`src/hw/ebt_pkg.sv`:
```
/*
 * ebt_pkg: register map, field positions, reset values and timing
 * counts of the eight-bit timer with shared prescaler.
 * Assumes a 32-bit classic Wishbone slave with one register per word.
 */
package ebt_pkg;
  localparam int ADDR_W = 8;
  localparam int DATA_W = 32;
  // register byte offsets
  localparam logic [ADDR_W-1:0] OFF_COUNT = 8'h00;
  localparam logic [ADDR_W-1:0] OFF_IRQ_CONTROL = 8'h04;
  localparam logic [ADDR_W-1:0] OFF_OPTION = 8'h08;
  localparam logic [ADDR_W-1:0] OFF_EVT_STATUS = 8'h0C;
  localparam logic [ADDR_W-1:0] OFF_EVT_MASK = 8'h10;
  // irq_control fields
  localparam int IC_GLOBAL_IRQ_EN = 7;
  localparam int IC_OVF_IRQ_EN = 5;
  localparam int IC_OVF_FLAG = 2;
  // option_config fields
  localparam int OPT_PULLUP_DIS = 7;
  localparam int OPT_INT_EDGE = 6;
  localparam int OPT_CLK_SRC = 5;
  localparam int OPT_SRC_EDGE = 4;
  localparam int OPT_PS_ASSIGN = 3;
  localparam int OPT_RATE_LSB = 0;
  localparam int RATE_W = 3;
  // event status / mask fields
  localparam int EV_OVERFLOW = 0;
  localparam int EV_WATCHDOG = 1;
  localparam int EV_W = 2;
  // reset values
  localparam logic [7:0] RST_COUNT = 8'h00;
  localparam logic [7:0] RST_IRQ_CONTROL = 8'h00;
  localparam logic [7:0] RST_OPTION = 8'hFF;
  localparam logic [EV_W-1:0] RST_EVT_MASK = 2'h0;
  // timing
  localparam int CLK_PERIOD_NS = 50;
  localparam int PHASES_PER_INSTR = 4;
  localparam int INSTR_NS = CLK_PERIOD_NS * PHASES_PER_INSTR;
  localparam int INHIBIT_INSTR = 2;
  localparam int INHIBIT_NS = INHIBIT_INSTR * INSTR_NS;
  localparam int INHIBIT_CLKS = (INHIBIT_NS + CLK_PERIOD_NS - 1)
                                / CLK_PERIOD_NS;
  // phase codes: 0 = phase one ... 3 = phase four
  localparam logic [1:0] PH_TWO = 2'h1;
  localparam logic [1:0] PH_FOUR = 2'h3;
  typedef enum logic [1:0] {EBT_SRC_INSTR, EBT_SRC_PIN} ebt_src_t;
endpackage

```
`src/hw/ebt_timer.sv`:
```
/*
 * ebt_timer: eight-bit timer/counter with one prescaler shared with the
 * watchdog, register access over classic Wishbone, event interrupt.
 * Assumes all inputs synchronous to ref_clk_in; the watchdog itself sits
 * outside and supplies its oscillator tick and clear strobe.
 */
`timescale 1ns/1ps
// Behaviour
// - overflow event on count rollover FFh to 00h
// - flag sets on rollover regardless of enable
// - timer frozen while sleep is asserted
// - external clock resynchronised at phases two, four
// - source bit selects pin edges or Fosc/4
// - edge bit: falling when one, rising otherwise
// - assign bit routes prescaler to watchdog or timer
// - rate: timer 2^(code+1), watchdog 2^code
// - pull-up disable bit overrides per-pin enables
// - interrupt edge bit: rising one, falling zero
// - overflow flag forwarded only when enabled
// - count write inhibits increment two instruction cycles
// - count write clears prescaler when timer-assigned
// - watchdog clear clears prescaler when watchdog-assigned
// - no prescaler: Fosc/4 source increments every instruction cycle, pin source every selected edge
module ebt_timer #(
  parameter int PS_W = 8,
  parameter int PULLUP_N = 6
) (
  input wire logic ref_clk_in,
  input wire logic sys_rst_in,
  input wire logic [ebt_pkg::ADDR_W-1:0] wb_adr_in,
  input wire logic [ebt_pkg::DATA_W-1:0] wb_dat_in,
  input wire logic [3:0] wb_sel_in,
  input wire logic wb_we_in,
  input wire logic wb_cyc_in,
  input wire logic wb_stb_in,
  output logic [ebt_pkg::DATA_W-1:0] wb_dat_out,
  output logic wb_ack_out,
  input wire logic tz_ext_clock_pin_in,
  input wire logic sleep_in,
  input wire logic watchdog_osc_tick_in,
  input wire logic watchdog_clear_instr_in,
  input wire logic [PULLUP_N-1:0] pullup_pin_en_in,
  output logic [PULLUP_N-1:0] pullup_en_out,
  output logic ext_int_edge_sel_out,
  output logic watchdog_tick_out,
  output logic tz_irq_req_out,
  output logic irq_out
);
  import ebt_pkg::*;

  initial begin
    if (PS_W != 8 || PULLUP_N < 1 || PULLUP_N > 8) begin
      $error("ebt_timer: unsupported parameter values");
    end
    if (RATE_W + 1 > PS_W) begin
      $error("ebt_timer: prescaler too narrow for rate field");
    end
    if (INHIBIT_CLKS < 1 || INHIBIT_CLKS > 15) begin
      $error("ebt_timer: inhibit count does not fit");
    end
  end

  logic [7:0] count_q;
  logic [7:0] irq_ctl_q;
  logic [7:0] option_q;
  logic [EV_W-1:0] evt_status_q;
  logic [EV_W-1:0] evt_mask_q;
  logic [PS_W-1:0] ps_q;
  logic [1:0] phase_q;
  logic pin_q;
  logic pend_q;
  logic sync_q;
  logic [3:0] inhibit_q;
  logic ack_q;
  logic [DATA_W-1:0] rdata_q;

  // option field views
  logic tz_clock_source_sel;
  logic tz_source_edge_sel;
  logic prescaler_assign;
  logic [RATE_W-1:0] prescaler_rate;
  logic port_pullup_disable;
  logic ext_int_edge_sel;
  assign port_pullup_disable = option_q[OPT_PULLUP_DIS];
  assign ext_int_edge_sel = option_q[OPT_INT_EDGE];
  assign tz_clock_source_sel = option_q[OPT_CLK_SRC];
  assign tz_source_edge_sel = option_q[OPT_SRC_EDGE];
  assign prescaler_assign = option_q[OPT_PS_ASSIGN];
  assign prescaler_rate = option_q[OPT_RATE_LSB +: RATE_W];

  ebt_src_t src;
  assign src = tz_clock_source_sel ? EBT_SRC_PIN : EBT_SRC_INSTR;

  // bus request decode
  logic req;
  logic wr;
  logic wr_count;
  logic wr_irq_ctl;
  logic wr_option;
  logic wr_status;
  logic wr_mask;
  assign req = wb_cyc_in && wb_stb_in && !ack_q;
  // writes land on the ack edge, request still held by the master
  logic commit;
  assign commit = wb_cyc_in && wb_stb_in && ack_q;
  assign wr = commit && wb_we_in && wb_sel_in[0];
  assign wr_count = wr && (wb_adr_in == OFF_COUNT);
  assign wr_irq_ctl = wr && (wb_adr_in == OFF_IRQ_CONTROL);
  assign wr_option = wr && (wb_adr_in == OFF_OPTION);
  assign wr_status = wr && (wb_adr_in == OFF_EVT_STATUS);
  assign wr_mask = wr && (wb_adr_in == OFF_EVT_MASK);

  // instruction phase counter, phase four ends each instruction cycle
  logic instr_tick;
  assign instr_tick = (phase_q == PH_FOUR);
  always_ff @(posedge ref_clk_in or posedge sys_rst_in) begin
    if (sys_rst_in) begin
      phase_q <= 2'h0;
    end else begin
      phase_q <= phase_q + 2'h1;
    end
  end

  // external pin edge detect with edge polarity
  logic pin_edge;
  assign pin_edge = tz_source_edge_sel ? (pin_q && !tz_ext_clock_pin_in)
                                       : (!pin_q && tz_ext_clock_pin_in);
  always_ff @(posedge ref_clk_in or posedge sys_rst_in) begin
    if (sys_rst_in) begin
      pin_q <= 1'b0;
    end else begin
      pin_q <= tz_ext_clock_pin_in;
    end
  end

  // prescaler input and division
  logic ps_in;
  logic [PS_W-1:0] ps_next;
  logic [PS_W-1:0] tmr_mask;
  logic [PS_W-1:0] wdt_mask;
  logic ps_hit_tmr;
  logic ps_hit_wdt;
  logic ps_clear;
  assign ps_in = prescaler_assign ? watchdog_osc_tick_in
                 : ((src == EBT_SRC_PIN) ? pin_edge : instr_tick);
  assign ps_next = ps_q + PS_W'(1);
  assign tmr_mask = PS_W'((16'h0002 << prescaler_rate) - 16'h0001);
  assign wdt_mask = PS_W'((16'h0001 << prescaler_rate) - 16'h0001);
  assign ps_hit_tmr = ps_in && ((ps_next & tmr_mask) == '0);
  assign ps_hit_wdt = ps_in && ((ps_next & wdt_mask) == '0);
  assign ps_clear = prescaler_assign ? watchdog_clear_instr_in
                                     : wr_count;

  always_ff @(posedge ref_clk_in or posedge sys_rst_in) begin
    if (sys_rst_in) begin
      ps_q <= '0;
    end else if (ps_clear) begin
      ps_q <= '0;
    end else if (ps_in) begin
      ps_q <= ps_next;
    end
  end

  // timer increment source after prescaler assignment
  logic tmr_event;
  logic wdt_event;
  assign tmr_event = prescaler_assign
                     ? ((src == EBT_SRC_PIN) ? pin_edge : instr_tick)
                     : ps_hit_tmr;
  assign wdt_event = prescaler_assign ? ps_hit_wdt : watchdog_osc_tick_in;

  // pin-sourced events resynchronised at phases two and four
  logic sample_phase;
  assign sample_phase = (phase_q == PH_TWO) || (phase_q == PH_FOUR);
  always_ff @(posedge ref_clk_in or posedge sys_rst_in) begin
    if (sys_rst_in) begin
      pend_q <= 1'b0;
      sync_q <= 1'b0;
    end else begin
      if (sample_phase) begin
        sync_q <= pend_q || tmr_event;
        pend_q <= 1'b0;
      end else begin
        sync_q <= 1'b0;
        if (tmr_event) begin
          pend_q <= 1'b1;
        end
      end
    end
  end

  // increment inhibit after a count write
  always_ff @(posedge ref_clk_in or posedge sys_rst_in) begin
    if (sys_rst_in) begin
      inhibit_q <= 4'h0;
    end else if (wr_count) begin
      inhibit_q <= 4'(INHIBIT_CLKS);
    end else if (inhibit_q != 4'h0) begin
      inhibit_q <= inhibit_q - 4'h1;
    end
  end

  // counting source, pin events only after resync
  logic count_src;
  logic tmr_inc;
  logic overflow;
  assign count_src = (src == EBT_SRC_PIN) ? sync_q : tmr_event;
  assign tmr_inc = count_src && (inhibit_q == 4'h0) && !sleep_in;
  assign overflow = tmr_inc && (count_q == 8'hFF);

  always_ff @(posedge ref_clk_in or posedge sys_rst_in) begin
    if (sys_rst_in) begin
      count_q <= RST_COUNT;
    end else if (wr_count) begin
      count_q <= wb_dat_in[7:0];
    end else if (tmr_inc) begin
      count_q <= count_q + 8'h01;
    end
  end

  // irq_control: overflow flag set wins over software clear
  always_ff @(posedge ref_clk_in or posedge sys_rst_in) begin
    if (sys_rst_in) begin
      irq_ctl_q <= RST_IRQ_CONTROL;
    end else begin
      if (wr_irq_ctl) begin
        irq_ctl_q <= wb_dat_in[7:0];
      end
      if (overflow) begin
        irq_ctl_q[IC_OVF_FLAG] <= 1'b1;
      end
    end
  end

  always_ff @(posedge ref_clk_in or posedge sys_rst_in) begin
    if (sys_rst_in) begin
      option_q <= RST_OPTION;
    end else if (wr_option) begin
      option_q <= wb_dat_in[7:0];
    end
  end

  // event status: write one to clear, set wins
  logic [EV_W-1:0] evt_set;
  logic [EV_W-1:0] evt_clr;
  assign evt_set = {wdt_event, overflow};
  assign evt_clr = wr_status ? wb_dat_in[EV_W-1:0] : '0;
  // one sticky bit per event
  genvar ei;
  generate
    for (ei = 0; ei < EV_W; ei++) begin : g_evt
      always_ff @(posedge ref_clk_in or posedge sys_rst_in) begin
        if (sys_rst_in) begin
          evt_status_q[ei] <= 1'b0;
        end else if (evt_set[ei]) begin
          evt_status_q[ei] <= 1'b1;
        end else if (evt_clr[ei]) begin
          evt_status_q[ei] <= 1'b0;
        end
      end
    end
  endgenerate

  always_ff @(posedge ref_clk_in or posedge sys_rst_in) begin
    if (sys_rst_in) begin
      evt_mask_q <= RST_EVT_MASK;
    end else if (wr_mask) begin
      evt_mask_q <= wb_dat_in[EV_W-1:0];
    end
  end

  // bus answer: one wait state, unmapped reads zero
  always_ff @(posedge ref_clk_in or posedge sys_rst_in) begin
    if (sys_rst_in) begin
      ack_q <= 1'b0;
      rdata_q <= '0;
    end else begin
      ack_q <= req;
      if (req) begin
        if (wb_adr_in == OFF_COUNT) begin
          rdata_q <= {24'h000000, count_q};
        end else if (wb_adr_in == OFF_IRQ_CONTROL) begin
          rdata_q <= {24'h000000, irq_ctl_q};
        end else if (wb_adr_in == OFF_OPTION) begin
          rdata_q <= {24'h000000, option_q};
        end else if (wb_adr_in == OFF_EVT_STATUS) begin
          rdata_q <= {{(DATA_W-EV_W){1'b0}}, evt_status_q};
        end else if (wb_adr_in == OFF_EVT_MASK) begin
          rdata_q <= {{(DATA_W-EV_W){1'b0}}, evt_mask_q};
        end else begin
          rdata_q <= '0;
        end
      end
    end
  end
  assign wb_ack_out = ack_q;
  assign wb_dat_out = rdata_q;

  // registered outputs
  logic [PULLUP_N-1:0] pullup_q;
  logic int_edge_q;
  logic wdt_tick_q;
  logic tz_req_q;
  logic irq_q;
  genvar gi;
  generate
    for (gi = 0; gi < PULLUP_N; gi++) begin : g_pullup
      always_ff @(posedge ref_clk_in or posedge sys_rst_in) begin
        if (sys_rst_in) begin
          pullup_q[gi] <= 1'b0;
        end else begin
          pullup_q[gi] <= !port_pullup_disable && pullup_pin_en_in[gi];
        end
      end
    end
  endgenerate

  always_ff @(posedge ref_clk_in or posedge sys_rst_in) begin
    if (sys_rst_in) begin
      int_edge_q <= 1'b1;
      wdt_tick_q <= 1'b0;
      tz_req_q <= 1'b0;
      irq_q <= 1'b0;
    end else begin
      int_edge_q <= ext_int_edge_sel;
      wdt_tick_q <= wdt_event;
      tz_req_q <= irq_ctl_q[IC_OVF_FLAG] && irq_ctl_q[IC_OVF_IRQ_EN];
      irq_q <= |(evt_status_q & evt_mask_q);
    end
  end
  assign pullup_en_out = pullup_q;
  assign ext_int_edge_sel_out = int_edge_q;
  assign watchdog_tick_out = wdt_tick_q;
  assign tz_irq_req_out = tz_req_q;
  assign irq_out = irq_q;
endmodule // ebt_timer

```
`config.mk`:
```
export PLATFORM = sky130hd
export DESIGN_NAME = ebt_timer
export DESIGN_NICKNAME = d
export VERILOG_FILES = /design/src/hw/ebt_pkg.sv /design/src/hw/ebt_timer.sv
export SDC_FILE = /design/constraint.sdc
export NUM_CORES = 1
export LEC_CHECK = 0
export CORE_ASPECT_RATIO = 1.4
export CORE_UTILIZATION = 35
export DETAILED_ROUTE_END_ITERATION = 8
export DONT_BUFFER_PORTS = 1
export PLACE_DENSITY = 0.5
export SLEW_MARGIN = 10
export SYNTH_ARGS = -nofsm -noshare
export SYNTH_HDL_FRONTEND = slang
export SYNTH_SLANG_ARGS = --single-unit
```
`constraint.sdc`:
```
create_clock -name ref_clk_in -period 2.4 [get_ports ref_clk_in]
set_input_delay 0.48 -clock ref_clk_in [delete_from_list [all_inputs] [get_ports ref_clk_in]]
set_output_delay 0.48 -clock ref_clk_in [all_outputs]
set_load 0.1 [all_outputs]
```
==> results.cfg <==
[outcome]
result_of_the_run = completed

[grt]
global_route_wire_length_before_repair_mm = 12.3
grt_max_degree = 36
grt-ovfl-total = 0
vias_in_the_first_global_route = 2530
gr-usage-all-layers_pct = 15.6
antenna_found_initial = 1

[finish]
final_cell_count_no_fill = 538
mostFrequentLayoutCells = 53 x sky130_fd_sc_hd__dfrtp_1, 36 x sky130_fd_sc_hd__buf_4, 32 x sky130_fd_sc_hd__nand2_1, 28 x sky130_fd_sc_hd__nor2_1, 24 x sky130_fd_sc_hd__conb_1
drive_above_1_share_pct = 24.1
final_core_utilization_pct = 42.8
nets = 462
synthToLayoutAreaGrowth_pct = 19.4
final_common_cell = sky130_fd_sc_hd__dfrtp_1

[setup_path]
setup.worst_path.class = reg2reg
cp_slowest_stage_delay_ns = 0.43
crit_chain = ha_4 -> xor2_1 -> or4_1 -> o311a_4 -> o311ai_4 -> and3_4 -> mux2i_1 -> nand3_1
endpoint_type_of_the_worst_setup_path = flip-flop
crit_required_ns = 2.61
slowest_stage = sky130_fd_sc_hd__or4_1
crit_path_max_fanout = 7
timing.critical_path.arrival_ns = 2.51
start_kind = flip-flop

[clock_tree]
clock_sink_count = 64
cts_tree = built
cts-buffers-inserted = 9
cts.reportedPaths.clkPinSlew_ns = 0.05
cts_root_buf = sky130_fd_sc_hd__clkbuf_16
maximum_number_of_buffers_from_clock_root_to_sink = 2
clk-insertion-delay-late_ns = 0.33
ctsHtreeMaxLevel = 3

[sta]
drv_slew = 0
setup-tns-final_ns = 0
tightestPinTransition_ns = 0.893
slew_headroom_pct = 40.3
worst_hold_slack_ns = 0.174
fmaxAchievable_ghz = 0.435
fin_ws_ns = 0.104
period_needed_ns = 2.30
final_min_period_over_clock_period_pct = 95.7
finalHoldViolations = 0
timing.final.setup_violations = 0
rsz0062_at_grt = yes
finalClockSkew_ns = 0.00537

[logic_synthesis]
synth_simple_gate_area_share_pct = 19.1
synth_cell_types = 55
synth_compound_gate_area_share_pct = 11.6
synth_cells = 365
post_synth_mux_area_share_pct = 9.28
syn-mean-instance-area_um2 = 9.72
synth-async-reset-ratio_pct = 100
yosys.area_share.xor_xnor_pct = 2.47
register_bit_count_reported_by_yosys = 64
synth_enable_flop_cells = 0
dominantRegCellSynth = sky130_fd_sc_hd__dfrtp_1
syn_area_mm2 = 0.00355
synth_top_family_by_area = simple AND/OR/NAND/NOR gates
yosys.area_share.adder_pct = 2.12
ys_seq_area_share_pct = 45.5
synth_warnings = 0

[drt]
first_iter_violations = 147
drt-total-wl_mm = 7.52
via_count = 2618
drtPass1Iterations = 4
drtAntennaViolNets = 0
post_route_drc = 0
wire_per_inst_um = 14.0
avgViaCountPerCell = 4.87

[floorplanning]
fp.dieW_um = 87.1
dieArea_mm2 = 0.0105
chipHeight_um = 121
row_count = 43
pin_count = 102
core_area_mm2 = 0.00990
initial_core_util_pct = 35.8

[job]
max-cap-violations = 0

[placement]
dpl.hpwl_mm = 5.65
place.gp.congestion = 0.834
numPortBuffers = 0
post-place-cells = 519
worst_slack_after_detailed_placement_ns = 0.00603

[power]
power.density_mw_per_mm2 = 768
leakagePower_nw = 1.90
ir_drop_mv = 0.326

[min_path]
hold_path.class = in2reg
==> repair_timing <==
item / 4_1_cts / 5_1_grt
pin swaps: 0 / 1
hold buffers: 1 / 0
resized for setup: 1 / 9
endpoints found under the setup margin: 2 / 10
endpoints found under the hold margin: 4 / 0
gates cloned: 0 / 0
buffers inserted: 0 / 2
==> layer usage <==
layer / share of wire [%] / global-route usage, % / up-vias
li1: - / - / 1296
met1: 42 / 17.5 / 1249
met2: 51 / 26.9 / 63
met3: 5.3 / 4.42 / 10
met4: 1.9 / 6.98 / 0
met5: 0 / 0 / -
==> worst paths after layout <==
| check | endpoint | from | slack (ns) | cells after the start |
|---|---|---|---|---|
| worst max-delay path | count_q[5]$_DFFE_PP0P_ | ps_q[0]$_DFFE_PP0P_ | 0.10 | 8 |
| worst min register to register | ext_int_edge_sel_out$_DFF_PP1_ | option_q[6]$_DFFE_PP1P_ | 0.38 | 0 |
| min in group asynchronous | pullup_en_out[0]$_DFF_PP0_ | sys_rst_in | 0.49 | 2 |
| worst min-delay path | pin_q$_DFF_PP0_ | tz_ext_clock_pin_in | 0.17 | 0 |
| max in group asynchronous | option_q[5]$_DFFE_PP1P_ | sys_rst_in | 1.31 | 3 |
| worst max register to register | count_q[5]$_DFFE_PP0P_ | ps_q[0]$_DFFE_PP0P_ | 0.10 | 8 |
==> cells in the mapped netlist (all sizes together) (4+ instances only) <==
| master | count | area share, % |
|---|---|---|
| dfrtp | 55 | 39 |
| buf | 34 | 7.3 |
| nand2 | 32 | 3.4 |
| nor2 | 28 | 3.0 |
| nand3 | 22 | 3.2 |
| o21ai | 21 | 3.0 |
| inv | 16 | 1.7 |
| mux2i | 16 | 4.5 |
| mux2 | 15 | 4.8 |
| a21oi | 12 | 1.7 |
| nor3 | 10 | 1.6 |
| dfstp | 9 | 6.7 |
| o31ai | 9 | 1.9 |
| nor2b | 8 | 1.4 |
| clkbuf | 7 | 0.88 |
| xnor2 | 7 | 1.7 |
| ha | 6 | 2.1 |
| and2 | 5 | 0.88 |
| a31oi | 4 | 0.71 |
| nand2b | 4 | 0.71 |
| nand4 | 4 | 0.88 |
==> worst max-delay path: cells and delay by family (launching register included) <==
kind	cells	cell delay (ns)
multiplexers	1	0.21
flip-flops	1	0.42
AND/OR/NAND/NOR	3	0.83
AO/OA/AOI/OAI	2	0.39
XOR/XNOR	1	0.14
adder cells (fa/ha/maj)	1	0.19
==> kinds of logic after synthesis <==
| family | Yosys count |
|---|---|
| buffers and inverters | 57 |
| adders and majority gates | 6 |
| xor gates and xnor gates | 10 |
| AOI/OAI and AO/OA | 64 |
| DFF | 64 |
| and+or+nand+nor | 132 |
| other | 1 |
| muxes | 31 |
==> flip-flops by register name, indices dropped and copies added, names as in the netlist, 4 cells and up <==
signal,cells
count_q,8
irq_ctl_q,8
option_q,8
ps_q,8
wb_dat_out,8
pullup_en_out,6
inhibit_q,4
==> stage by stage <==
stage	cell area, um2	power (mW)
2_1_floorplan	3630	1.69
3_3_place_gp	3820	1.72
3_5_place_dp	3820	1.73
4_1_cts	4190	3.29
5_1_grt	4240	3.39
6_report	4240	3.25
==> layout make-up <==
class	instances	area (um2)
well taps	135	169
multi-input cells	267	1720
clock inverters	6	114
fillers	996	5660
diodes	1	2.50
clock buffers	10	239
flip-flops and latches	64	1620
inverters	16	60.1
repair buffers	39	312
==> power breakdown <==
part           total (mW)  internal (mW)  switching (mW)
clock                1.53           1.05           0.485
combinational       0.510          0.148           0.362
sequential           1.21           1.15          0.0648
Note: power is estimated with default switching activity, not from simulation.
